**src/inc/fba_pkg.sv**
```systemverilog
/*
 * constants for the fair bus arbitration node: timing figures, derived
 * cycle counts, counter and state types.
 * assumes a single 250 MHz device clock and a synchronous active-low reset.
 */
package fba_pkg;

	localparam int CLK_PERIOD_NS = 4;

	localparam int T_FREE_NS = 400;
	localparam int T_POST_FREE_NS = 800;
	localparam int T_SKEW_NS = 600;
	localparam int T_LATE_NS = 1400;
	localparam int T_ARB_NS = 2200;
	localparam int T_HOLD_NS = 1200;
	localparam int T_IDLE_NS = 2200;

	typedef logic [9:0] fba_cnt_t;

	// least times round up, longest times round down
	localparam fba_cnt_t FREE_CYC =
		fba_cnt_t'((T_FREE_NS + CLK_PERIOD_NS - 1) / CLK_PERIOD_NS);
	localparam fba_cnt_t POST_FREE_CYC =
		fba_cnt_t'((T_POST_FREE_NS + CLK_PERIOD_NS - 1) / CLK_PERIOD_NS);
	localparam fba_cnt_t SKEW_CYC = fba_cnt_t'(T_SKEW_NS / CLK_PERIOD_NS);
	localparam fba_cnt_t LATE_CYC = fba_cnt_t'(T_LATE_NS / CLK_PERIOD_NS);
	localparam fba_cnt_t ARB_CYC =
		fba_cnt_t'((T_ARB_NS + CLK_PERIOD_NS - 1) / CLK_PERIOD_NS);
	localparam fba_cnt_t HOLD_CYC =
		fba_cnt_t'((T_HOLD_NS + CLK_PERIOD_NS - 1) / CLK_PERIOD_NS);
	localparam fba_cnt_t IDLE_CYC =
		fba_cnt_t'((T_IDLE_NS + CLK_PERIOD_NS - 1) / CLK_PERIOD_NS);

	localparam int DATA_W = 8;
	localparam int SYNC_W = DATA_W + 3;
	localparam int SYNC_BUSY = DATA_W;
	localparam int SYNC_SEL = DATA_W + 1;
	localparam int SYNC_RST = DATA_W + 2;
	localparam logic [SYNC_W-1:0] SYNC_RESET = 11'h7FF;
	localparam logic [DATA_W-1:0] ALL_RELEASED = 8'hFF;
	localparam logic [DATA_W-1:0] HIGHER_BASE = 8'hFE;
	localparam logic [DATA_W-1:0] ONE_BIT = 8'h01;

	typedef enum logic [2:0] {
		ST_WAIT_FREE = 3'b000,
		ST_POST_FREE = 3'b001,
		ST_ARB = 3'b010,
		ST_WIN_HOLD = 3'b011,
		ST_OWNED = 3'b100
	} fba_state_e;

endpackage

```
**src/inc/fba_mon_if.sv**
```systemverilog
/*
 * carries the filtered bus levels and the free/idle timing from the bus
 * monitor to the arbitration engine.
 * assumes both ends share the device clock.
 */
`timescale 1ns/100ps
interface fba_mon_if;
	logic busy;
	logic sel;
	logic bus_rst;
	logic [7:0] data_asserted;
	logic bus_free;
	logic idle;

	modport mon (
		output busy,
		output sel,
		output bus_rst,
		output data_asserted,
		output bus_free,
		output idle
	);
	modport arb (
		input busy,
		input sel,
		input bus_rst,
		input data_asserted,
		input bus_free,
		input idle
	);
endinterface

```
**src/hdl/fba_arbiter.sv**
```systemverilog
/*
 * fair arbitration node: waits for bus-free, arbitrates with busy and its
 * ID bit, resolves priority, asserts select on a win, and keeps the
 * enabled flag that stops it winning twice before the bus goes idle.
 * assumes open-drain bus lines resolved outside; an output enable low
 * means this node pulls the line low. user logic on core_clk_i raises
 * msg_pending_i and pulses release_i when its selection attempt is done.
 */
`timescale 1ns/100ps
module fba_arbiter (
	input wire logic core_clk_i,
	input wire logic resetn_i,
	input wire logic [2:0] node_id_i,
	input wire logic msg_pending_i,
	input wire logic release_i,
	input wire logic bus_busy_n_i,
	output logic bus_busy_n_o,
	output logic bus_busy_oe_n_o,
	input wire logic select_line_n_i,
	output logic select_line_n_o,
	output logic select_line_oe_n_o,
	input wire logic [7:0] data_bus_lines_n_i,
	output logic [7:0] data_bus_lines_n_o,
	output logic [7:0] data_bus_lines_oe_n_o,
	input wire logic bus_reset_n_i,
	output logic enabled_o,
	output logic won_o,
	output logic lost_o
);
	import fba_pkg::*;

	// filtered bus view shared with the monitor
	fba_mon_if mon_if ();

	fba_bus_mon u_mon (
		.core_clk_i(core_clk_i),
		.resetn_i(resetn_i),
		.bus_busy_n_i(bus_busy_n_i),
		.select_line_n_i(select_line_n_i),
		.bus_reset_n_i(bus_reset_n_i),
		.data_bus_lines_n_i(data_bus_lines_n_i),
		.mon(mon_if.mon)
	);

	fba_state_e state_reg, state_next;
	fba_cnt_t cnt_reg, cnt_next;
	logic enabled_reg, enabled_next;
	logic busy_oe_n_reg, busy_oe_n_next;
	logic sel_oe_n_reg, sel_oe_n_next;
	logic [7:0] data_oe_n_reg, data_oe_n_next;
	logic won_reg, won_next;
	logic lost_reg, lost_next;
	logic [7:0] id_bit;
	logic [7:0] higher_mask;

	// own line, and every line that outranks it
	assign id_bit = ONE_BIT << node_id_i;
	assign higher_mask = HIGHER_BASE << node_id_i;

	////////////////////////////////////////////////////////////////////
	// arbitration sequence
	always_comb begin
		state_next = state_reg;
		cnt_next = cnt_reg;
		enabled_next = enabled_reg;
		busy_oe_n_next = busy_oe_n_reg;
		sel_oe_n_next = sel_oe_n_reg;
		data_oe_n_next = data_oe_n_reg;
		won_next = won_reg;
		lost_next = 1'b0;

		// idle watch runs in every state, pending message or not
		if (mon_if.idle)
			enabled_next = 1'b1;

		case (state_reg)
		ST_WAIT_FREE: begin
			// nothing driven while waiting
			cnt_next = '0;
			// idle implies bus-free, so a disabled node with a message
			// goes straight to the post-free wait
			if (msg_pending_i && mon_if.bus_free &&
				(enabled_reg || mon_if.idle)) begin
				state_next = ST_POST_FREE;
			end
		end

		// a bus that stops being free sends us back to waiting
		ST_POST_FREE: begin
			if (!mon_if.bus_free) begin
				state_next = ST_WAIT_FREE;
			end else if (cnt_reg >= POST_FREE_CYC - fba_cnt_t'(1)) begin
				// driven on the very next edge, far inside the skew
				// window and the late limit
				if (cnt_reg < LATE_CYC &&
					cnt_reg < POST_FREE_CYC + SKEW_CYC) begin
					busy_oe_n_next = 1'b0;
					data_oe_n_next = ~id_bit;
					state_next = ST_ARB;
					cnt_next = '0;
				end else begin
					state_next = ST_WAIT_FREE;
				end
			end else begin
				cnt_next = cnt_reg + fba_cnt_t'(1);
			end
		end

		// busy and the own line are driven for the whole phase
		ST_ARB: begin
			if (mon_if.sel) begin
				// another node has already selected: drop out now
				busy_oe_n_next = 1'b1;
				data_oe_n_next = ALL_RELEASED;
				lost_next = 1'b1;
				state_next = ST_WAIT_FREE;
			end else if (cnt_reg >= ARB_CYC) begin
				if ((mon_if.data_asserted & higher_mask) != 8'h00) begin
					busy_oe_n_next = 1'b1;
					data_oe_n_next = ALL_RELEASED;
					lost_next = 1'b1;
					state_next = ST_WAIT_FREE;
				end else begin
					sel_oe_n_next = 1'b0;
					enabled_next = 1'b0;
					won_next = 1'b1;
					cnt_next = '0;
					state_next = ST_WIN_HOLD;
				end
			end else begin
				cnt_next = cnt_reg + fba_cnt_t'(1);
			end
		end

		// flag already cleared here, before any line is let go
		ST_WIN_HOLD: begin
			// nothing on the bus changes until the hold expires or a bus reset comes
			if (cnt_reg >= HOLD_CYC - fba_cnt_t'(1))
				state_next = ST_OWNED;
			else
				cnt_next = cnt_reg + fba_cnt_t'(1);
		end

		// release_i is ignored until the hold has run out
		ST_OWNED: begin
			// ownership lasts until the user side lets go or a bus reset comes
			if (release_i) begin
				busy_oe_n_next = 1'b1;
				sel_oe_n_next = 1'b1;
				data_oe_n_next = ALL_RELEASED;
				won_next = 1'b0;
				state_next = ST_WAIT_FREE;
			end
		end

		// unused codes fall back to a released bus
		default: begin
			// keeps the flag, which only idle, a win or reset may change
			state_next = ST_WAIT_FREE;
			busy_oe_n_next = 1'b1;
			sel_oe_n_next = 1'b1;
			data_oe_n_next = ALL_RELEASED;
			won_next = 1'b0;
		end
		endcase

		// bus reset overrides every phase; the flag keeps its value
		// because a bus reset loses no context
		if (mon_if.bus_rst) begin
			busy_oe_n_next = 1'b1;
			sel_oe_n_next = 1'b1;
			data_oe_n_next = ALL_RELEASED;
			won_next = 1'b0;
			cnt_next = '0;
			state_next = ST_WAIT_FREE;
		end
	end

	////////////////////////////////////////////////////////////////////
	// state registers; reset values release every line
	always_ff @(posedge core_clk_i) begin
		if (!resetn_i) begin
			state_reg <= ST_WAIT_FREE;
			cnt_reg <= '0;
			enabled_reg <= 1'b0;
			busy_oe_n_reg <= 1'b1;
			sel_oe_n_reg <= 1'b1;
			data_oe_n_reg <= ALL_RELEASED;
			won_reg <= 1'b0;
			lost_reg <= 1'b0;
		end else begin
			state_reg <= state_next;
			cnt_reg <= cnt_next;
			enabled_reg <= enabled_next;
			busy_oe_n_reg <= busy_oe_n_next;
			sel_oe_n_reg <= sel_oe_n_next;
			data_oe_n_reg <= data_oe_n_next;
			won_reg <= won_next;
			lost_reg <= lost_next;
		end
	end

	////////////////////////////////////////////////////////////////////
	// open-drain pins: the driven level is always low, enables do the work
	logic pin_low_reg;

	always_ff @(posedge core_clk_i) begin
		pin_low_reg <= 1'b0;
	end

	assign bus_busy_n_o = pin_low_reg;
	assign select_line_n_o = pin_low_reg;
	assign data_bus_lines_n_o = {8{pin_low_reg}};
	assign bus_busy_oe_n_o = busy_oe_n_reg;
	assign select_line_oe_n_o = sel_oe_n_reg;
	assign data_bus_lines_oe_n_o = data_oe_n_reg;

	// status flags for the user side
	assign enabled_o = enabled_reg;
	assign won_o = won_reg;
	assign lost_o = lost_reg;
endmodule

```
**src/hdl/fba_bus_mon.sv**
```systemverilog
/*
 * bus monitor: three-stage synchronisers with agreement filter on every
 * incoming bus line, and the continuous free-time counter.
 * assumes bus lines are active low and asynchronous to core_clk_i.
 */
`timescale 1ns/100ps
module fba_bus_mon (
	input wire logic core_clk_i,
	input wire logic resetn_i,
	input wire logic bus_busy_n_i,
	input wire logic select_line_n_i,
	input wire logic bus_reset_n_i,
	input wire logic [7:0] data_bus_lines_n_i,
	fba_mon_if.mon mon
);
	import fba_pkg::*;

	logic [SYNC_W-1:0] raw;
	logic [SYNC_W-1:0] s1_reg, s2_reg, s3_reg, filt_reg;
	logic [SYNC_W-1:0] s1_next, s2_next, s3_next, filt_next;
	fba_cnt_t free_cnt_reg, free_cnt_next;
	logic free_now;

	assign raw = {bus_reset_n_i, select_line_n_i, bus_busy_n_i,
		data_bus_lines_n_i};

	////////////////////////////////////////////////////////////////////
	// a level change counts only once stages two and three agree
	genvar i;
	generate
		for (i = 0; i < SYNC_W; i++) begin : g_sync
			always_comb begin
				s1_next[i] = raw[i];
				s2_next[i] = s1_reg[i];
				s3_next[i] = s2_reg[i];
				filt_next[i] = (s2_reg[i] == s3_reg[i]) ? s3_reg[i] :
					filt_reg[i];
			end
		end
	endgenerate

	always_ff @(posedge core_clk_i) begin
		if (!resetn_i) begin
			s1_reg <= SYNC_RESET;
			s2_reg <= SYNC_RESET;
			s3_reg <= SYNC_RESET;
			filt_reg <= SYNC_RESET;
		end else begin
			s1_reg <= s1_next;
			s2_reg <= s2_next;
			s3_reg <= s3_next;
			filt_reg <= filt_next;
		end
	end

	////////////////////////////////////////////////////////////////////
	// counter restarts from zero at reset release, so a bus already
	// free then is timed as if just released
	assign free_now = filt_reg[SYNC_BUSY] & filt_reg[SYNC_SEL] &
		filt_reg[SYNC_RST];

	always_comb begin
		free_cnt_next = free_cnt_reg;
		if (!free_now)
			free_cnt_next = '0;
		else if (free_cnt_reg < IDLE_CYC)
			free_cnt_next = free_cnt_reg + fba_cnt_t'(1);
	end

	always_ff @(posedge core_clk_i) begin
		if (!resetn_i)
			free_cnt_reg <= '0;
		else
			free_cnt_reg <= free_cnt_next;
	end

	assign mon.busy = ~filt_reg[SYNC_BUSY];
	assign mon.sel = ~filt_reg[SYNC_SEL];
	assign mon.bus_rst = ~filt_reg[SYNC_RST];
	assign mon.data_asserted = ~filt_reg[DATA_W-1:0];
	assign mon.bus_free = free_now && (free_cnt_reg >= FREE_CYC);
	// only a few cycles of filter latency, well inside the skew window
	assign mon.idle = free_now && (free_cnt_reg >= IDLE_CYC);
endmodule

```
**config.mk**
```make
export PLATFORM = sky130hd
export DESIGN_NAME = fba_arbiter
export DESIGN_NICKNAME = d
export VERILOG_FILES = /design/src/inc/fba_pkg.sv /design/src/inc/fba_mon_if.sv /design/src/hdl/fba_arbiter.sv /design/src/hdl/fba_bus_mon.sv
export SDC_FILE = /design/constraint.sdc
export NUM_CORES = 1
export LEC_CHECK = 0
export BUFFER_PORTS_ARGS = -buffer_cell sky130_fd_sc_hd__buf_4
export CAP_MARGIN = 20
export CORE_MARGIN = 2
export CORE_UTILIZATION = 51
export DETAILED_ROUTE_END_ITERATION = 6
export GPL_TIMING_DRIVEN = 0
export HOLD_SLACK_MARGIN = 0.1
export PLACE_DENSITY = 0.74
export SLEW_MARGIN = 40
export SYNTH_ARGS = -nofsm -noshare
export SYNTH_HDL_FRONTEND = slang
export SYNTH_SLANG_ARGS = --single-unit
```
**constraint.sdc**
```tcl
create_clock -name core_clk_i -period 1.8 [get_ports core_clk_i]
set_input_delay 0.36 -clock core_clk_i [delete_from_list [all_inputs] [get_ports core_clk_i]]
set_output_delay 0.36 -clock core_clk_i [all_outputs]
set_load 0.02 [all_outputs]
```
==> metrics.yaml <==
outcome: "finished, violations left"
violations: "negative setup slack"
route.detailed.drc: 0
relSlewSlack: 0.5376
cap_violations: 0
crit_arrival_ns: 2.19
setup_violations: 26
p_per_area_nw_per_um2: 744.0
p_leak_uw: 0.001693
routedWlPerCell_um: 14.67
grt_pass1_vias: 2708
ys.flop_type: "dfxtp_1"
io_buffers: 29
crit_slowest_cell: "nor3b_4"
hold_depth: 2
r2r_setup_slack_ns: -0.15
pin_count: 41
path_clk_slew_ns: 0.08
max_freq_mhz: 512.0
hold_slack_ns: 0.1933
hold_path_class: "in -> reg"
coreArea_sq_um: 6277
maxSlewViolCount: 0
vdd_drop_max_mv: 0.8080
fill_cells: 474
dp_hpwl_um: 4517
fin_area_sq_um: 4367
hp-start: "data_bus_lines_n_i[1]"
cp_top_family: "compound AO/OA/AOI/OAI gates"
worstSetupPathType: "reg -> reg"
layout_common_cells: "63 x dfxtp_1, 60 x buf_4, 32 x nand2b_1, 29 x nor2_1, 18 x a21oi_1"
final_common_cell: "dfxtp_1"
avgSynthCellArea_sq_um: 9.057
ys_ff_latch: 76
vias: 2845
r2r-end: "cnt_reg[2]"
clock_path_buffers: 2
rsz0062_at_grt: "true"
die_w_um: 83.96
grt_max_degree: 15
htreeDepth: 3
die_area_sq_um: 7049
min_to: "u_mon.s1_reg[1]"
worstMarginPinSlew_ns: 0.6937
critPathCaptureType: "register"
cts_tree: "built"
layout.cells.non_filler: 513
min_period_over_period: 1.085
syn_to_final_growth_pct: 33.92
ys_async_sr_fraction: 0
ys_warn_count: 0
r2r-start: "cnt_reg[2]"
wirelength_um: 7527
numCtsBuffers: 9
p_total_uw: 3249
crit_chain: "buf_6 > a211oi_4 > o21ai_2 > o221ai_2 > nor3b_4 > buf_6 > o21ai_2 > a32o_1"
layout_min_cycle_time_ns: 1.953
yosys-top-cells-area: "dfxtp_1 47%, nand2b_1 6.7%, nor2_1 3.5%"
slowest_delay_ns: 0.32
place_area_sq_um: 3631
yosys.cell_types.count: 54
synthesis.area_sq_um: 3261
synth_cells: 360
drive_gt1_frac: 0.3601
reg2reg_depth: 8
crit_buf_inv: 2
grt-ovfl-total: 0
cts_sinks: 76
track_usage: 0.2082
final_util: 0.6956
yosys.area.top_type: "dfxtp_1"
fin_skew_ns: 0.01059
cp_max_fo: 9
synth_edf_count: 0
grt_first_pass_wirelength_um: 11940
num_rows: 29
synth_top_area_frac: 0.4666
ant_nets: 0
dr.pass1.iters: 4
globalplace.congestion: 0.8638
fin_nets: 452
antenna_found_initial: 0
first_iter_violations: 166
antenna_cells: 0
die-height_um: 83.96
avgViaCountPerCell: 5.546
fin_ws_ns: -0.1532
clk_latency_ns: 0.35
crit_path_start_kind: "register"
root_buffer: "clkbuf_8"
place_inst: 475
hold_viol: 0
crit_required_ns: 2.04
ys_seq_area_frac: 0.4666
initial_utilization: 0.5194
[worst max-delay path by stage]
stage	start	end	slack [ns]	cells past startpoint
global placement	cnt_reg[6]	cnt_reg[5]	-0.38	8
finish	cnt_reg[2]	cnt_reg[2]	-0.15	8
global route	u_mon.free_cnt_reg[1]	state_reg[0]	-0.25	6
floorplan	u_mon.free_cnt_reg[2]	cnt_reg[2]	-0.09	8
detailed placement	cnt_reg[6]	cnt_reg[6]	-0.36	8
CTS	u_mon.free_cnt_reg[4]	state_reg[0]	-0.19	6
[cells by family (layout without fill, tap and decap cells)]
kind of cell             after synthesis  count (layout)  synth area share
other                                  1              10          0.001150
AND/OR/NAND/NOR                      143             143            0.2429
XOR/XNOR                               8               8           0.02149
flip-flops                            76              76            0.4666
adder cells (fa/ha/maj)                3               3           0.01151
buffers and inverters                 42             109           0.07137
AO/OA/AOI/OAI                         87              87            0.1850
[per-layer routing]
metal / vias up / GRT usage / routed length, um
met5: - / 0 / 0
met3: 15 / 0.03759 / 356
met1: 1353 / 0.2595 / 3118
met2: 81 / 0.3455 / 3906
met4: 0 / 0.1041 / 145
li1: 1396 / - / -
[per-stage QoR]
stage	setup slack, ns	setup TNS (ns)
after CTS	-0.1906	-2.049
final	-0.1532	-2.177
after global routing	-0.2493	-5.044
after detailed placement	-0.3596	-5.760
after floorplan	-0.08639	-0.5405
after global placement	-0.3804	-6.046
[layout make-up]
cell class / instances / area [sq um] / share of cell area
multi-input combinational: 251 / 1867 / 0.4275
sequential: 76 / 1548 / 0.3544
timing repair buffer: 54 / 415.4 / 0.09513
buffer: 27 / 186.4 / 0.04269
clock buffer: 10 / 137.6 / 0.03152
tap: 77 / 96.34 / 0.02206
clock inverter: 6 / 71.32 / 0.01633
inverter: 12 / 45.04 / 0.01032
[worst register-to-register path, delay by kind of cell, from the launching register on]
kind	cells	cell delay [ns]
flip-flops	1	0.31
AND/OR/NAND/NOR	1	0.32
buffers and inverters	2	0.32
AO/OA/AOI/OAI	5	0.90
[timing repair]
item,4_1_cts,5_1_grt
gates cloned,2,1
gates resized for setup,50,48
hold buffers,0,0
setup endpoints to repair,28,31
buffers inserted,14,8
endpoints found under the hold margin,0,0
pin swaps,25,29
[cell usage after synthesis, drive strengths merged (6+ instances only)]
master  number
and2         6
nor3b        9
buf         23
dfxtp       76
o21ai       21
a31oi       11
nor3        21
clkbuf       7
nand2b      35
a21oi       19
nand2       14
nand3        7
and3         7
nor2        30
inv         12
[power breakdown]
group	internal [uW]	switching, uW	total [uW]
clock network	691	671	1360
registers	1710	22.9	1730
logic	69.2	87.0	156
total	2470	781	3250
(Power assumes the default switching activity.)
